### src/hw/tcp_pkg.sv
// Package: register map, field positions and reset values of the PWM block
package tcp_pkg;
	// ------------------------------------------------------------
	// Register byte offsets
	// ------------------------------------------------------------
	localparam logic [7:0] OFF_HALF_PERIOD = 8'h00;
	localparam logic [7:0] OFF_DEAD_TIME = 8'h04;
	localparam logic [7:0] OFF_MIN_PULSE = 8'h08;
	localparam logic [7:0] OFF_SYNC_WIDTH = 8'h0c;
	localparam logic [7:0] OFF_DUTY_A = 8'h10;
	localparam logic [7:0] OFF_DUTY_B = 8'h14;
	localparam logic [7:0] OFF_DUTY_C = 8'h18;
	localparam logic [7:0] OFF_SEGMENT = 8'h1c;
	localparam logic [7:0] OFF_GATE_CHOP = 8'h20;
	localparam logic [7:0] OFF_MODE = 8'h24;
	localparam logic [7:0] OFF_STATUS = 8'h28;
	localparam logic [7:0] OFF_SW_TRIP = 8'h2c;
	// ------------------------------------------------------------
	// Field positions
	// ------------------------------------------------------------
	localparam int MODE_DOUBLE_BIT = 6;
	localparam int STAT_TRIP_BIT = 0;
	localparam int STAT_SHDN_BIT = 1;
	localparam int STAT_HALF_BIT = 3;
	localparam int SEG_XOVER_LSB = 6;
	localparam int GATE_HI_EN_BIT = 8;
	localparam int GATE_LO_EN_BIT = 9;
	// ------------------------------------------------------------
	// Reset values
	// ------------------------------------------------------------
	localparam logic [15:0] RST_HALF_PERIOD = 16'h03e8;
	localparam logic [9:0] RST_DEAD_TIME = 10'h000;
	localparam logic [15:0] RST_MIN_PULSE = 16'h0000;
	localparam logic [7:0] RST_SYNC_WIDTH = 8'h27;
	localparam logic [15:0] RST_DUTY = 16'h0000;
	localparam logic [8:0] RST_SEGMENT = 9'h000;
	localparam logic [9:0] RST_GATE_CHOP = 10'h000;
endpackage : tcp_pkg

### src/hw/tcp_pwm.sv
// Three-phase center-based PWM generator with APB registers
//
// What this block does
// - Six active-high outputs, three phase pairs of high and low drive.
// - 16-bit timing unit makes complementary center-based waves with dead time.
// - Half-period, dead time and minimum pulse width are separate settings.
// - Three independent 16-bit duty values, one per phase pair.
// - Half-period counts ticks in half a period; largest value 0xFFFF.
// - One tick is one clock period; single clock for everything.
// - Each output has its own enable; disabled output never goes active.
// - Per-phase crossover swaps high and low waveforms.
// - Outputs mixed with chopping signal, frequency from 8-bit gate value.
// - Chopping enabled separately for high-side and low-side outputs.
// - Single update mode takes new values once per period.
// - Double update mode also takes new values at period midpoint.
// - Mode control bit 6 selects single or double update.
// - Sync pulse at period start, extra one at midpoint in double mode.
// - Sync pulse width set by sync-width register.
// - Trip input low forces all outputs low without clocked logic.
// - Software trip write shuts outputs down like the pin.
// - Shutdown controller takes both trips and resets the timing unit.
// - Status shows trip input level and which period half runs.
// - One interrupt per sync pulse, another per shutdown event.
// - Mode bit 6 clear means single, set double; cleared after reset.
// - Dead time is value times two ticks; zero gives none.
// - Sync pulse lasts width plus one ticks; width resets to 0x27.
// - Status bit 3 clear in first half, set in second half.
//
// Our own choices: the address map and the APB interface to the registers.
`timescale 1ns/1ps
`default_nettype none
module tcp_pwm #(
	parameter int CNT_W = 16,
	parameter int DT_W = 10,
	parameter int CHOP_W = 8
) (
	input wire logic clk,
	input wire logic nrst,
	input wire logic psel,
	input wire logic penable,
	input wire logic pwrite,
	input wire logic [7:0] paddr,
	input wire logic [31:0] pwdata,
	output logic [31:0] prdata,
	output logic pready,
	output logic pslverr,
	input wire logic tripInN,
	output logic phaseAHighOut,
	output logic phaseALowOut,
	output logic phaseBHighOut,
	output logic phaseBLowOut,
	output logic phaseCHighOut,
	output logic phaseCLowOut,
	output logic periodSyncPulse,
	output logic syncIrq,
	output logic tripIrq
);
	localparam int SW = CNT_W + 3;

	// ------------------------------------------------------------
	// Register bus
	// ------------------------------------------------------------
	logic [CNT_W-1:0] tmQ, pdQ, tmA, pdA;
	logic [DT_W-1:0] dtQ, dtA;
	logic [7:0] swQ;
	logic [CNT_W-1:0] dutyQ [3];
	logic [CNT_W-1:0] dutyA [3];
	logic [8:0] segQ, segA;
	logic [9:0] gateQ;
	logic modeQ;
	logic tripS1Q, tripS2Q, shdnQ;
	logic [CNT_W-1:0] cntQ;
	logic halfQ;
	logic [31:0] rdD;
	logic mapped, wrEn;

	assign wrEn = psel && penable && pwrite && pready;

	always_comb begin
		rdD = 32'h0000_0000;
		mapped = 1'b1;
		case (paddr)
			tcp_pkg::OFF_HALF_PERIOD: rdD[CNT_W-1:0] = tmQ;
			tcp_pkg::OFF_DEAD_TIME: rdD[DT_W-1:0] = dtQ;
			tcp_pkg::OFF_MIN_PULSE: rdD[CNT_W-1:0] = pdQ;
			tcp_pkg::OFF_SYNC_WIDTH: rdD[7:0] = swQ;
			tcp_pkg::OFF_DUTY_A: rdD[CNT_W-1:0] = dutyQ[0];
			tcp_pkg::OFF_DUTY_B: rdD[CNT_W-1:0] = dutyQ[1];
			tcp_pkg::OFF_DUTY_C: rdD[CNT_W-1:0] = dutyQ[2];
			tcp_pkg::OFF_SEGMENT: rdD[8:0] = segQ;
			tcp_pkg::OFF_GATE_CHOP: rdD[9:0] = gateQ;
			tcp_pkg::OFF_MODE: rdD[tcp_pkg::MODE_DOUBLE_BIT] = modeQ;
			tcp_pkg::OFF_STATUS: begin
				rdD[tcp_pkg::STAT_TRIP_BIT] = tripS2Q;
				rdD[tcp_pkg::STAT_SHDN_BIT] = shdnQ;
				rdD[tcp_pkg::STAT_HALF_BIT] = halfQ;
			end
			tcp_pkg::OFF_SW_TRIP: rdD = 32'h0000_0000;
			default: mapped = 1'b0;
		endcase
	end

	// Answer is prepared in the setup cycle, so access never waits
	always_ff @(posedge clk) begin
		if (!nrst) begin
			pready <= 1'b0;
			pslverr <= 1'b0;
			prdata <= 32'h0000_0000;
		end else begin
			pready <= psel && !penable;
			pslverr <= psel && !penable && !mapped;
			if (psel && !penable) begin
				prdata <= rdD;
			end
		end
	end

	always_ff @(posedge clk) begin
		if (!nrst) begin
			tmQ <= tcp_pkg::RST_HALF_PERIOD;
			dtQ <= tcp_pkg::RST_DEAD_TIME;
			pdQ <= tcp_pkg::RST_MIN_PULSE;
			swQ <= tcp_pkg::RST_SYNC_WIDTH;
			dutyQ <= '{default: tcp_pkg::RST_DUTY};
			segQ <= tcp_pkg::RST_SEGMENT;
			gateQ <= tcp_pkg::RST_GATE_CHOP;
			modeQ <= 1'b0;
		end else if (wrEn) begin
			case (paddr)
				// separate period, dead time, pulse settings
				tcp_pkg::OFF_HALF_PERIOD: tmQ <= pwdata[CNT_W-1:0];
				tcp_pkg::OFF_DEAD_TIME: dtQ <= pwdata[DT_W-1:0];
				tcp_pkg::OFF_MIN_PULSE: pdQ <= pwdata[CNT_W-1:0];
				tcp_pkg::OFF_SYNC_WIDTH: swQ <= pwdata[7:0];
				tcp_pkg::OFF_DUTY_A: dutyQ[0] <= pwdata[CNT_W-1:0];
				tcp_pkg::OFF_DUTY_B: dutyQ[1] <= pwdata[CNT_W-1:0];
				tcp_pkg::OFF_DUTY_C: dutyQ[2] <= pwdata[CNT_W-1:0];
				tcp_pkg::OFF_SEGMENT: segQ <= pwdata[8:0];
				tcp_pkg::OFF_GATE_CHOP: gateQ <= pwdata[9:0];
				tcp_pkg::OFF_MODE: modeQ <= pwdata[tcp_pkg::MODE_DOUBLE_BIT];
				default: modeQ <= modeQ;
			endcase
		end
	end

	// ------------------------------------------------------------
	// Shutdown controller
	// ------------------------------------------------------------
	logic swTripWr, shdnSet, shdnClr, tripIrqQ;

	assign swTripWr = wrEn && paddr == tcp_pkg::OFF_SW_TRIP;
	assign shdnClr = wrEn && paddr == tcp_pkg::OFF_STATUS &&
		pwdata[tcp_pkg::STAT_SHDN_BIT] && tripS2Q;
	assign shdnSet = !tripS2Q || swTripWr;

	always_ff @(posedge clk) begin
		if (!nrst) begin
			tripS1Q <= 1'b1;
			tripS2Q <= 1'b1;
		end else begin
			tripS1Q <= tripInN;
			tripS2Q <= tripS1Q;
		end
	end

	// A new trip in the clearing cycle keeps the block shut down
	always_ff @(posedge clk) begin
		if (!nrst) begin
			shdnQ <= 1'b0;
			tripIrqQ <= 1'b0;
		end else begin
			if (shdnSet) begin
				shdnQ <= 1'b1;
			end else if (shdnClr) begin
				shdnQ <= 1'b0;
			end
			tripIrqQ <= shdnSet && !shdnQ;
		end
	end

	// ------------------------------------------------------------
	// Timing unit
	// ------------------------------------------------------------
	logic periodStart, midPoint, syncStart;

	assign periodStart = halfQ && cntQ == '0 && !shdnQ;
	assign midPoint = !halfQ && ({1'b0, cntQ} + 1'b1 >= {1'b0, tmA}) &&
		!shdnQ;
	assign syncStart = periodStart || (midPoint && modeQ);

	// counter steps every clock except at the two turning points, where it holds, and is cleared to zero while shut down
	always_ff @(posedge clk) begin
		if (!nrst || shdnQ) begin
			cntQ <= '0;
			halfQ <= 1'b1;
		end else if (!halfQ) begin
			if (midPoint) begin
				halfQ <= 1'b1;
			end else begin
				cntQ <= cntQ + 1'b1;
			end
		end else if (cntQ == '0) begin
			halfQ <= 1'b0;
		end else begin
			cntQ <= cntQ - 1'b1;
		end
	end

	// Shadow values go live only at sync points
	always_ff @(posedge clk) begin
		if (!nrst) begin
			tmA <= tcp_pkg::RST_HALF_PERIOD;
			dtA <= tcp_pkg::RST_DEAD_TIME;
			pdA <= tcp_pkg::RST_MIN_PULSE;
			dutyA <= '{default: tcp_pkg::RST_DUTY};
			segA <= tcp_pkg::RST_SEGMENT;
		end else if (syncStart) begin
			tmA <= tmQ;
			dtA <= dtQ;
			pdA <= pdQ;
			dutyA <= dutyQ;
			segA <= segQ;
		end
	end

	// ------------------------------------------------------------
	// Sync pulse
	// ------------------------------------------------------------
	logic [7:0] syncCntQ;
	logic syncQ, syncIrqQ;

	always_ff @(posedge clk) begin
		if (!nrst) begin
			syncQ <= 1'b0;
			syncCntQ <= '0;
			syncIrqQ <= 1'b0;
		end else begin
			if (syncStart) begin
				syncQ <= 1'b1;
				syncCntQ <= swQ;
			end else if (syncQ && syncCntQ == '0) begin
				syncQ <= 1'b0;
			end else if (syncQ) begin
				syncCntQ <= syncCntQ - 1'b1;
			end
			syncIrqQ <= syncStart;
		end
	end

	// ------------------------------------------------------------
	// Gate chopping
	// ------------------------------------------------------------
	logic [CHOP_W-1:0] chopCntQ;
	logic chopQ;

	// chop toggles every value plus one ticks
	always_ff @(posedge clk) begin
		if (!nrst) begin
			chopCntQ <= '0;
			chopQ <= 1'b0;
		end else if (chopCntQ >= gateQ[CHOP_W-1:0]) begin
			chopCntQ <= '0;
			chopQ <= !chopQ;
		end else begin
			chopCntQ <= chopCntQ + 1'b1;
		end
	end

	// ------------------------------------------------------------
	// Waveforms and output control
	// ------------------------------------------------------------
	logic [5:0] waveD, outQ;

	for (genvar i = 0; i < 3; i++) begin : gPhase
		logic signed [SW-1:0] pos, tm, duty, dt, pd, hiOn, loOn;
		logic hiW, loW, hiX, loX;
		assign pos = $signed({3'b000, cntQ});
		assign tm = $signed({3'b000, tmA});
		assign duty = $signed({3'b000, dutyA[i]});
		assign dt = $signed({{(SW-DT_W){1'b0}}, dtA});
		assign pd = $signed({3'b000, pdA});
		assign hiOn = duty - dt;
		assign loOn = tm - duty - dt;
		// center-based edges moved apart by dead time
		assign hiW = pos >= tm - duty + dt && hiOn >= pd;
		assign loW = pos < loOn && loOn >= pd;
		assign hiX = segA[tcp_pkg::SEG_XOVER_LSB + i] ? loW : hiW;
		assign loX = segA[tcp_pkg::SEG_XOVER_LSB + i] ? hiW : loW;
		assign waveD[2*i] = hiX && segA[2*i] &&
			(!gateQ[tcp_pkg::GATE_HI_EN_BIT] || chopQ);
		assign waveD[2*i+1] = loX && segA[2*i+1] &&
			(!gateQ[tcp_pkg::GATE_LO_EN_BIT] || chopQ);
	end

	always_ff @(posedge clk) begin
		if (!nrst || shdnQ) begin
			outQ <= '0;
		end else begin
			outQ <= waveD;
		end
	end

	// trip pin gates outputs after the flops
	assign phaseAHighOut = outQ[0] && tripInN;
	assign phaseALowOut = outQ[1] && tripInN;
	assign phaseBHighOut = outQ[2] && tripInN;
	assign phaseBLowOut = outQ[3] && tripInN;
	assign phaseCHighOut = outQ[4] && tripInN;
	assign phaseCLowOut = outQ[5] && tripInN;
	assign periodSyncPulse = syncQ;
	assign syncIrq = syncIrqQ;
	assign tripIrq = tripIrqQ;

	// ------------------------------------------------------------
	// Checks
	// ------------------------------------------------------------
	logic [8:0] lenQ;
	logic [7:0] wLoadQ;

	always_ff @(posedge clk) begin
		if (!nrst) begin
			lenQ <= '0;
			wLoadQ <= '0;
		end else if (syncStart) begin
			lenQ <= 9'h001;
			wLoadQ <= swQ;
		end else if (syncQ) begin
			lenQ <= lenQ + 1'b1;
		end else begin
			lenQ <= '0;
		end
	end
endmodule : tcp_pwm
`default_nettype wire

### config.mk
export PLATFORM = sky130hd
export DESIGN_NAME = tcp_pwm
export DESIGN_NICKNAME = d
export VERILOG_FILES = /design/src/hw/tcp_pkg.sv /design/src/hw/tcp_pwm.sv
export SDC_FILE = /design/constraint.sdc
export NUM_CORES = 1
export LEC_CHECK = 0
export BUFFER_PORTS_ARGS = -buffer_cell sky130_fd_sc_hd__buf_2
export CAP_MARGIN = 5
export CELL_PAD_IN_SITES_DETAIL_PLACEMENT = 0
export CELL_PAD_IN_SITES_GLOBAL_PLACEMENT = 1
export CORE_MARGIN = 2
export CORE_UTILIZATION = 48
export DETAILED_ROUTE_END_ITERATION = 7
export GPL_TIMING_DRIVEN = 0
export MAX_ROUTING_LAYER = met4
export PLACE_DENSITY = 0.94
export RECOVER_POWER = 25
export SYNTH_ARGS = -nofsm -noshare
export SYNTH_HDL_FRONTEND = slang
export SYNTH_SLANG_ARGS = --single-unit
### constraint.sdc
create_clock -name clk -period 6.75 [get_ports clk]
set_input_delay 1.0125 -clock clk [delete_from_list [all_inputs] [get_ports clk]]
set_output_delay 1.0125 -clock clk [all_outputs]
set_load 0.05 [all_outputs]
## Word level (Yosys, flattened, before mapping)

Cells that the tools add are included.

- Bits in registers: 281
- Input port bits: 46
- Logic and storage cells: 181
- Output and inout bits: 43

- Bitwise operators: 1
- Magnitude comparators: 14
- Mux-type cells: 29
- Reduce and logical (&&, ||, !) cells: 74
- $add $sub $neg: 17
- Eq/ne operators: 14

Operators by type and width:

| operator | count |
|---|---|
| 19-bit by 17-bit greater-or-equal comparator with 1-bit output | 3 |
| 17-bit by 19-bit < comparator with 1-bit output | 3 |
| 17-bit by 11-bit adder with 18-bit output | 3 |
| 17-bit by 18-bit greater-or-equal comparator with 1-bit output | 3 |
| 17-bit by 11-bit subtractor with 18-bit output | 3 |
| 17-bit greater-or-equal comparator | 3 |
| 16-bit by 10-bit subtractor with 17-bit output | 3 |
| 16-bit by 16-bit subtractor with 17-bit output | 3 |
| 16-bit 2-to-1 mux | 3 |
| 1-bit logical AND | 40 |
| 8-bit by 5-bit equality test with 1-bit output, second input constant | 4 |
| 8-bit by 6-bit equality test with 1-bit output, second input constant | 4 |
| 6-bit case mux with 5 select lines | 1 |
| 8-bit 2-to-1 mux | 3 |
| 2-bit AND reduction | 12 |
| 1-bit case mux with 10 select lines | 2 |
| 2-bit case mux with 10 select lines | 1 |
| 1-bit case mux with 9 select lines | 2 |
| 2-bit case mux with 9 select lines | 1 |
| 16-bit by 1-bit adder with 17-bit output, second input constant | 1 |
| 17-bit by 16-bit greater-or-equal comparator with 1-bit output | 1 |
| 16-bit by 1-bit adder with 16-bit output, second input constant | 1 |
| 8-bit by 4-bit equality test with 1-bit output, second input constant | 2 |
| 16-bit zero test | 1 |
| other kinds (16) | 46 |

## Longest topological paths before layout

Gate-level depths: netlist of run 1.

- Depth in word-level cells: 8
- Gate-level depth with buffers: 28
- Gate-level depth less buffers: 28

## Worst setup path before layout of run 1

No wires, ideal clock.

- Kind: register -> register
- From: register dutyA[33] (netlist name)
- To: register outQ[0]
- Buffers on the path: 0
- Setup slack: 1351 ps
- Data required time: 6633 ps
- Period minus slack after synthesis: 5399 ps
- Stages on the path, launching flop included: 29
- Library setup time: 117 ps
- Arrival time: 5282 ps
- Path through: dfxtp_1 -> inv_1 -> ha_1 -> nor2b_1 -> o31a_1 -> o21a_1 -> nor2_1 -> xnor2_1 -> ha_1 -> nor2_1 -> nor2_1 -> and2_1 -> a221o_1 -> a31oi_1 -> o21ai_0 -> nor2_1 -> nand2_1 -> xnor2_1 -> ha_1 -> a21bo_2 -> a21o_1 -> a21oi_1 -> o21ai_0 -> a221oi_1 -> o21ai_0 -> a2111o_1 -> nand4_1 -> o31ai_2 -> a22o_1

- Cells in the longest elaborated chain, start to end: 7
- Elaborated cells on any way between the ends: 13
- Classes of those cells: add/sub: 4; order compare: 4; mux: 1; reduce/logical: 4

RTL lines:

| what | line | text |
|---|---|---|
| start, declared | tcp_pwm.sv:67 | `logic [CNT_W-1:0] dutyA [3];` |
| start signal, assigned | tcp_pwm.sv:221 | `dutyA <= dutyQ;` |
| 16-bit by 16-bit subtractor with 17-bit output | tcp_pwm.sv:283, tcp_pwm.sv:285 |  |
| 17-bit by 11-bit subtractor with 18-bit output / 17-bit by 11-bit adder with 18-bit output (equally long branches) | tcp_pwm.sv:283, tcp_pwm.sv:285 |  |
| 17-bit by 19-bit < comparator with 1-bit output, or another cell as far along | tcp_pwm.sv:286 | `assign loW = pos < loOn && loOn >= pd;` |
| 1-bit logical AND (on tied branches) | tcp_pwm.sv:286, tcp_pwm.sv:285 |  |
| 1-bit 2-to-1 mux * | tcp_pwm.sv:287 | `assign hiX = segA[tcp_pkg::SEG_XOVER_LSB + i] ? loW : hiW;` |
| 1-bit logical AND * (2 in a row) | tcp_pwm.sv:289 | `assign waveD[2*i] = hiX && segA[2*i] &&` |
| end signal, assigned | tcp_pwm.sv:299 | `outQ <= waveD;` |
| end, declared | tcp_pwm.sv:272 | `logic [5:0] waveD, outQ;` |

Mark *: on every way between the ends. The rest lies on a longest branch, timed or not.
A chain may end at the register's enable or synchronous reset.

## Worst setup path after layout of run 1

- From: register tmA[0]
- To: register outQ[1]

- Cells in the longest elaborated chain, start to end: 7
- Elaborated cells on any way between the ends: 11
- Classes of those cells: add/sub: 3; order compare: 3; mux: 1; reduce/logical: 4

RTL lines:

| what | line | text |
|---|---|---|
| start, declared | tcp_pwm.sv:63 | `logic [CNT_W-1:0] tmQ, pdQ, tmA, pdA;` |
| start signal, assigned | tcp_pwm.sv:212 | `tmA <= tcp_pkg::RST_HALF_PERIOD;` |
| start signal, assigned | tcp_pwm.sv:218 | `tmA <= tmQ;` |
| 16-bit by 16-bit subtractor with 17-bit output * | tcp_pwm.sv:283, tcp_pwm.sv:285 |  |
| 17-bit by 11-bit subtractor with 18-bit output / 17-bit by 11-bit adder with 18-bit output (equally long branches) | tcp_pwm.sv:283, tcp_pwm.sv:285 |  |
| 17-bit by 19-bit < comparator with 1-bit output, or another cell as far along | tcp_pwm.sv:286 |  |
| 1-bit logical AND (on tied branches) | tcp_pwm.sv:286, tcp_pwm.sv:285 |  |
| 1-bit 2-to-1 mux * | tcp_pwm.sv:288 | `assign loX = segA[tcp_pkg::SEG_XOVER_LSB + i] ? hiW : loW;` |
| 1-bit logical AND * (2 in a row) | tcp_pwm.sv:291 | `assign waveD[2*i+1] = loX && segA[2*i+1] &&` |

Marks and branches as above.

==> out/qor.yml, run 1 <==
outcome:
  outcome: "finished, final reports clean"
synth:
  yosys-top-cells-area: "dfxtp_1 23%, ha_1 19%, nand2_1 8.5%"
  synth_edf_count: 0
  synth_area_um2: 24000
  syn_area_per_cell_um2: 7.88
  ys.flop_type: "dfxtp_1"
  syn_inst: 3046
  synth-async-reset-ratio: 0
  synth-seq-cells: 281
  yosys_warnings: 0
  synth_top_area_frac: 0.234
  ys_types: 92
  synth_seq_area_share: 0.234
  synth_largest_area_cell: "dfxtp_1"
critical_path:
  cp.arrival_ns: 7.01
  crit_type: "flip-flop to flip-flop"
  critical_path.max_fanout: 3
  cp-start-kind: "flip-flop"
  cp-end-kind: "flip-flop"
  r2r_start: "tmA[0]"
  cp_top_family: "compound AO/OA/AOI/OAI gates"
  reg2reg_to: "outQ[1]"
  rrSetupSlack_ns: 0.19
  critical_path.most_common_cell: "ha_1"
  critPathSlowestCell: "a221o_1"
  crit_buf_inv: 2
  r2r_cells: 28
  path_depth: 28
  critical_path_required_ns: 7.21
  cpPeakStageDelay_ns: 0.43
layout:
  fillerInstances: 4753
  fin_area_um2: 26200
  nNetsFinal: 3566
  layoutNonFillerInstCount: 3826
  final_layout_size_suffix_gt1_frac: 0.0427
  areaGrowthSynthToFinish_pct: 8.99
  final_util: 0.532
  seq_area_um2: 5630
  multi_input_area_um2: 17200
power:
  total_power_mw: 6.37
  ir_worst_vdd_uv: 186
  p_leak_nw: 10.5
  pwr_density_cell_nw_per_um2: 244
clocking:
  clk_path_buf_depth: 3
  root_buffer: "clkbuf_16"
  cts.sinks: 281
  cts.htree.levels: 1
  numCtsBuffers: 30
  clkTransAtPathRegs_ns: 0.07
  cts_tree: "built"
  clk_latency_ns: 0.59
  ctsHoldBuffers: 0
drt:
  vias: 22900
  drc: 0
  first_iter_violations: 1886
  ant_nets: 0
  drt_wl_total_um: 86500
  first_pass_iters: 8
  wl_per_cell_um: 22.6
  vias_per_cell: 5.99
place:
  placed_cell_area_um2: 25100
  place.gp.congestion: 1.07
  port_buffers: 43
  dp_hpwl_um: 70300
  dp.cells: 3768
grt:
  grt_max_degree: 19
  grt_pass1_vias: 22300
  grt_pass1_wl_um: 129000
  track_usage: 0.341
  antenna_found_initial: 2
  use_met1: 0.399
  gr-usage-met2: 0.573
  busiest_layer: "met2"
  global_route.usage.met3: 0.0399
  grt-ovfl-total: 0
sta:
  worst_slew_pin_slew_ns: 1.22
  hold_viol_final: 0
  skew_ns: 0.0279
  slew-limit-headroom: 0.182
  fin_crit_sh: 0.971
  slew_viol_final: 0
  min_period_ns: 6.56
  clock.fmax_mhz: 153
  setup_viol: 0
min_path:
  holdCritPathClass: "flip-flop to flip-flop"
  min-delay-start: "tripS1Q"
  min_path_cells: 1
  whs_endpoint: "tripS2Q"
floorplan:
  die_width_um: 228
  ioPinCount: 89
  die_area_um2: 51800
  initial_core_util: 0.488
  design.core.area_um2: 49200
  row_count: 81
  fp.dieH_um: 228
flow_run:
  maxCapViolCount: 0
## kinds of logic after synthesis
family	count (synthesis)	synth area share
other	1	0.000156
DFF	281	0.234
buffers and inverters	336	0.0556
muxes	25	0.0107
adders and majority gates	382	0.203
AOI/OAI and AO/OA	782	0.228
xor gates and xnor gates	193	0.0707
and+or+nand+nor	1046	0.197
## worst reg2reg max path: cells and delay by family (launching register included)
family                   cells  cell delay, ns
AO/OA/AOI/OAI               13            3.12
adder cells (fa/ha/maj)      4            1.37
AND/OR/NAND/NOR              7            0.98
XOR/XNOR                     2            0.39
flip-flops                   1            0.38
buffers and inverters        2            0.20
## stage by stage
stage / worst slack [ns] / setup TNS, ns / hold slack [ns]
global route: -0.000591 / -0.000591 / 0.439
floorplan: 1.35 / 0 / 0.386
CTS: -0.00341 / -0.00341 / 0.430
global placement: -0.132 / -0.274 / 0.398
detailed placement: -0.259 / -0.652 / 0.416
finish: 0.194 / 0 / 0.436
## cell usage after synthesis, types with 5 or more instances
| cell | count |
|---|---|
| a21oi_1 | 142 |
| nor2b_1 | 52 |
| o21a_1 | 32 |
| nand4_1 | 25 |
| o211ai_1 | 23 |
| nor4_1 | 16 |
| buf_4 | 17 |
| a31oi_1 | 19 |
| dfxtp_1 | 281 |
| a211oi_1 | 13 |
| clkbuf_1 | 103 |
| o22ai_1 | 10 |
| or3_1 | 19 |
| or2_2 | 9 |
| a2111oi_0 | 12 |
| o31ai_1 | 10 |
| xor2_1 | 69 |
| and4_1 | 6 |
| mux2i_1 | 20 |
| a22oi_1 | 18 |
| o21bai_1 | 17 |
| a222oi_1 | 10 |
| inv_1 | 207 |
| buf_2 | 7 |
| nor2_1 | 161 |
| a211o_1 | 6 |
| ha_1 | 369 |
| o21ai_0 | 103 |
| nand3_1 | 63 |
| nor3_1 | 49 |
| a21o_1 | 69 |
| and2_1 | 17 |
| o211a_1 | 10 |
| a221oi_1 | 20 |
| mux2_2 | 5 |
| a21boi_0 | 208 |
| and3_1 | 25 |
| o31a_1 | 6 |
| xnor2_1 | 123 |
| nand2b_1 | 37 |
| nand2_1 | 541 |
| nand3b_1 | 6 |
| fa_1 | 13 |
## flip-flops by register name, summed over array words and instances (netlist names), 10 cells and up
register and count:
cntQ 16, dtA 10, dtQ 10, dutyA 48, dutyQ 48, gateQ 10, pdA 16, pdQ 16
prdata 16, tmA 16, tmQ 16
## per-layer routing
metal | vias to the layer above | share of wire
met1 | 10900 | 0.41
met2 | 921 | 0.46
met4 | 0 | 0.065
li1 | 10800 | -
met3 | 267 | 0.065
met5 | - | 0
## report_power, final
group / internal [mW] / total [mW] / leakage, nW / switching (mW)
clock network: 0.979 / 1.70 / 0.505 / 0.724
registers: 1.72 / 1.93 / 2.27 / 0.220
logic: 1.13 / 2.74 / 7.71 / 1.60
## final cells by class
cell class,count,area share
diodes,2,0.000191
repair buffers,45,0.00732
flip-flops and latches,281,0.215
plain buffers,129,0.0213
inverters,207,0.0297
well taps,664,0.0318
multi-input cells,2444,0.656
clock inverters,14,0.00555
clock buffers,40,0.0332
## layout by cell type (no fill, tap or decap), drive strengths merged, types with 16 or more instances in the layout
cell type,instances
a21boi,209
a21o,69
a21oi,143
a221oi,20
a22oi,18
a31oi,20
and2,19
and3,25
buf,41
clkbuf,173
conb,16
dfxtp,281
ha,369
inv,209
mux2i,20
nand2,541
nand2b,37
nand3,63
nand4,26
nor2,161
nor2b,52
nor3,49
nor4,16
o211ai,23
o21a,32
o21ai,107
o21bai,17
or3,20
xnor2,124
xor2,69
## worst max-delay path by stage
stage	startpoint	end	slack, ns
final	tmA[0]	outQ[1]	0.19
after global routing	dutyA[33]	outQ[1]	-0.0006
after CTS	tmA[0]	outQ[1]	-0.003
after detailed placement	tmA[0]	outQ[1]	-0.26
after global placement	tmA[1]	outQ[1]	-0.13
after floorplan	dutyA[33]	outQ[0]	1.35
## what timing repair did
action | 4_1_cts | 5_1_grt
setup endpoints to repair | 4 | 6
setup buffers | 0 | 1
cloned | 0 | 0
gates resized for setup | 7 | 9
pin swaps | 0 | 1
(Power assumes the default switching activity.)
==> run 2, diff against run 1 <==
- CELL_PAD_IN_SITES_DETAIL_PLACEMENT: 0 -> 1
- CELL_PAD_IN_SITES_GLOBAL_PLACEMENT: 1 -> 2
- CORE_UTILIZATION: 48 -> 42
- PLACE_DENSITY: 0.94 -> 0.95
- clock period: 6.75 -> 7.79 ns (I/O delays scaled with it)
==> out/qor.yml, run 2 (synthesis results as in run 1) <==
outcome:
  outcome: "complete, but fails checks"
  violations: "max-capacitance violations"
critical_path:
  critical_path_required_ns: 8.22  # +1.01 ns
  cp-end-kind: "flip-flop"
  rrSetupSlack_ns: 0.33  # +0.14 ns
  cp.arrival_ns: 7.89  # +0.88 ns
  r2r_start: "tmA[0]"
  cpPeakStageDelay_ns: 0.49  # +0.06 ns
  cp-start-kind: "flip-flop"
  critPathSlowestCell: "a221oi_1"
  crit_start: "tmA[0]"
  critical_path.max_fanout: 3  # unchanged
  crit_type: "flip-flop to flip-flop"
sta:
  rsz0062_at_grt: "false"
  skew_ns: 0.0244  # -0.00347 ns
  tns_ns: 0  # unchanged
  fin_crit_sh: 0.957  # -0.0138
  clock.fmax_mhz: 134  # -12%
  setup_viol: 0  # unchanged
  hold_viol_final: 0  # unchanged
  slew_viol_final: 0  # unchanged
  min_period_ns: 7.46  # +0.902 ns
  hold_slack_ns: 0.440  # +0.00375 ns
  worst_slew_pin_slew_ns: 1.46  # +0.246 ns
  slew-limit-headroom: 0.0174  # -0.165
clocking:
  cts_tree: "built"
  cts.sinks: 281  # unchanged
  clk_latency_ns: 0.56  # -0.03 ns
  cts_resized: 0  # -7
  root_buffer: "clkbuf_16"
  clkTransAtPathRegs_ns: 0.06  # about the same
  numCtsBuffers: 34  # +13%
  post_cts_buffers: 0  # unchanged
  clk_path_buf_depth: 3  # unchanged
  ctsHoldBuffers: 0  # unchanged
  cts.htree.levels: 2  # +1
place:
  port_buffers: 43  # unchanged
  dp_hpwl_um: 80000  # +14%
  place.gp.congestion: 0.995  # -6.6%
grt:
  grt_pass1_wl_um: 146000  # +13%
  grt-ovfl-total: 0  # unchanged
  grt_max_degree: 19  # unchanged
  use_met1: 0.387  # -0.0111
  track_usage: 0.334  # -0.00739
  grt_pass1_vias: 24300  # +8.8%
  busiest_layer: "met2"
  gr-usage-met2: 0.573  # about the same
  global_route.usage.met3: 0.0282  # -0.0117
  antenna_found_initial: 0  # -2
drt:
  vias: 23000  # +0.36%
  first_iter_violations: 1362  # -28%
  ant_nets: 0  # unchanged
  first_pass_iters: 5  # -3
  drt_wl_total_um: 97100  # +12%
  vias_per_cell: 5.87  # -2.0%
  wl_per_cell_um: 24.8  # +9.6%
  drc: 0  # unchanged
power:
  p_switching_mw: 2.33  # -8.6%
  p_leak_nw: 10.5  # +0.15%
  clkPwrFrac: 0.276  # +0.009
  ir_worst_vdd_uv: 236  # +27%
  pwr_density_cell_nw_per_um2: 217  # -11%
  p_comb_frac: 0.429  # about the same
  seq_power_share: 0.295  # -0.009
  swShare: 0.408  # +0.00869
  p_int_mw: 3.37  # -12%
layout:
  fillerInstances: 6942  # +46%
  num_antenna_cells: 0  # -2
  final_common_cell: "nand2_1"
  reg.largest.list: "dutyA x48, dutyQ x48"
  layout_common_cells: "541 x nand2_1, 369 x ha_1, 281 x dfxtp_1"
  areaGrowthSynthToFinish_pct: 9.48
  nNetsFinal: 3569  # +0.084%
  final_layout_size_suffix_gt1_frac: 0.0392  # -0.00351
min_path:
  holdCritPathClass: "flip-flop to flip-flop"
  min-delay-start: "tripS1Q"
floorplan:
  die_width_um: 243  # +6.8%
  initial_core_util: 0.425  # -0.0635
  design.core.area_um2: 56500  # +15%
  die_area_um2: 59100  # +14%
  ioPinCount: 89  # unchanged
  row_count: 87  # +7.4%
  fp.dieH_um: 243  # +6.8%
flow_run:
  maxCapViolCount: 1  # +1
## run 2: path summary, 6_finish.rpt
| path | to | cells past startpoint |
|---|---|---|
| worst max-delay path | outQ[1] | 28 |
| worst min-delay path | tripS2Q | 1 |
| worst max register to register | outQ[1] | 28 |
| worst min register to register | tripS2Q | 1 |
## run 2: critical path: cells and delay by family, from the launching register on
| kind | cells | cell delay [ns] |
|---|---|---|
| flip-flops | 1 | 0.44 |
| AND/OR/NAND/NOR | 7 | 1.18 |
| buffers and inverters | 2 | 0.23 |
| XOR/XNOR | 2 | 0.47 |
| AO/OA/AOI/OAI | 13 | 3.60 |
| adder cells (fa/ha/maj) | 4 | 1.41 |
## run 2: metrics by stage
stage | instances | cell area, um2 | total power, mW | setup WS [ns] | util
global route | 3918 | 26300 | 6.05 | 0.102 | 0.465
detailed placement | 3861 | 25200 | 4.11 | 0.396 | 0.447
CTS | 3918 | 26300 | 5.69 | 0.360 | 0.466
global placement | 3860 | 25200 | 3.97 | 0.546 | 0.446
finish | 3918 | 26300 | 5.70 | 0.331 | 0.465
floorplan | 3061 | 24100 | 3.33 | 2.39 | -
## run 2: cell type report
cell class	instances	area, um2	area share
multi-input combinational	2444	17100	0.651
clock inverter	9	75.1	0.00286
clock buffer	48	1000	0.0382
sequential	281	5630	0.214
timing repair buffer	44	188	0.00714
inverter	207	777	0.0296
buffer	129	557	0.0212
tap	756	946	0.0360
## run 2: power by group through the flow
stage                     combinational [mW]  clock [mW]  sequential, mW
after floorplan                         1.71           0            1.62
after global placement                  2.26           0            1.71
after detailed placement                2.41           0            1.71
after CTS                               2.42        1.58            1.68
after global routing                    2.72        1.64            1.69
final                                   2.45        1.58            1.68
## run 2: per-layer routing
| metal | share of wire | vias up |
|---|---|---|
| met5 | 0 | - |
| met4 | 0.062 | 0 |
| met3 | 0.041 | 241 |
| met2 | 0.48 | 608 |
| met1 | 0.42 | 11300 |
| li1 | - | 10800 |
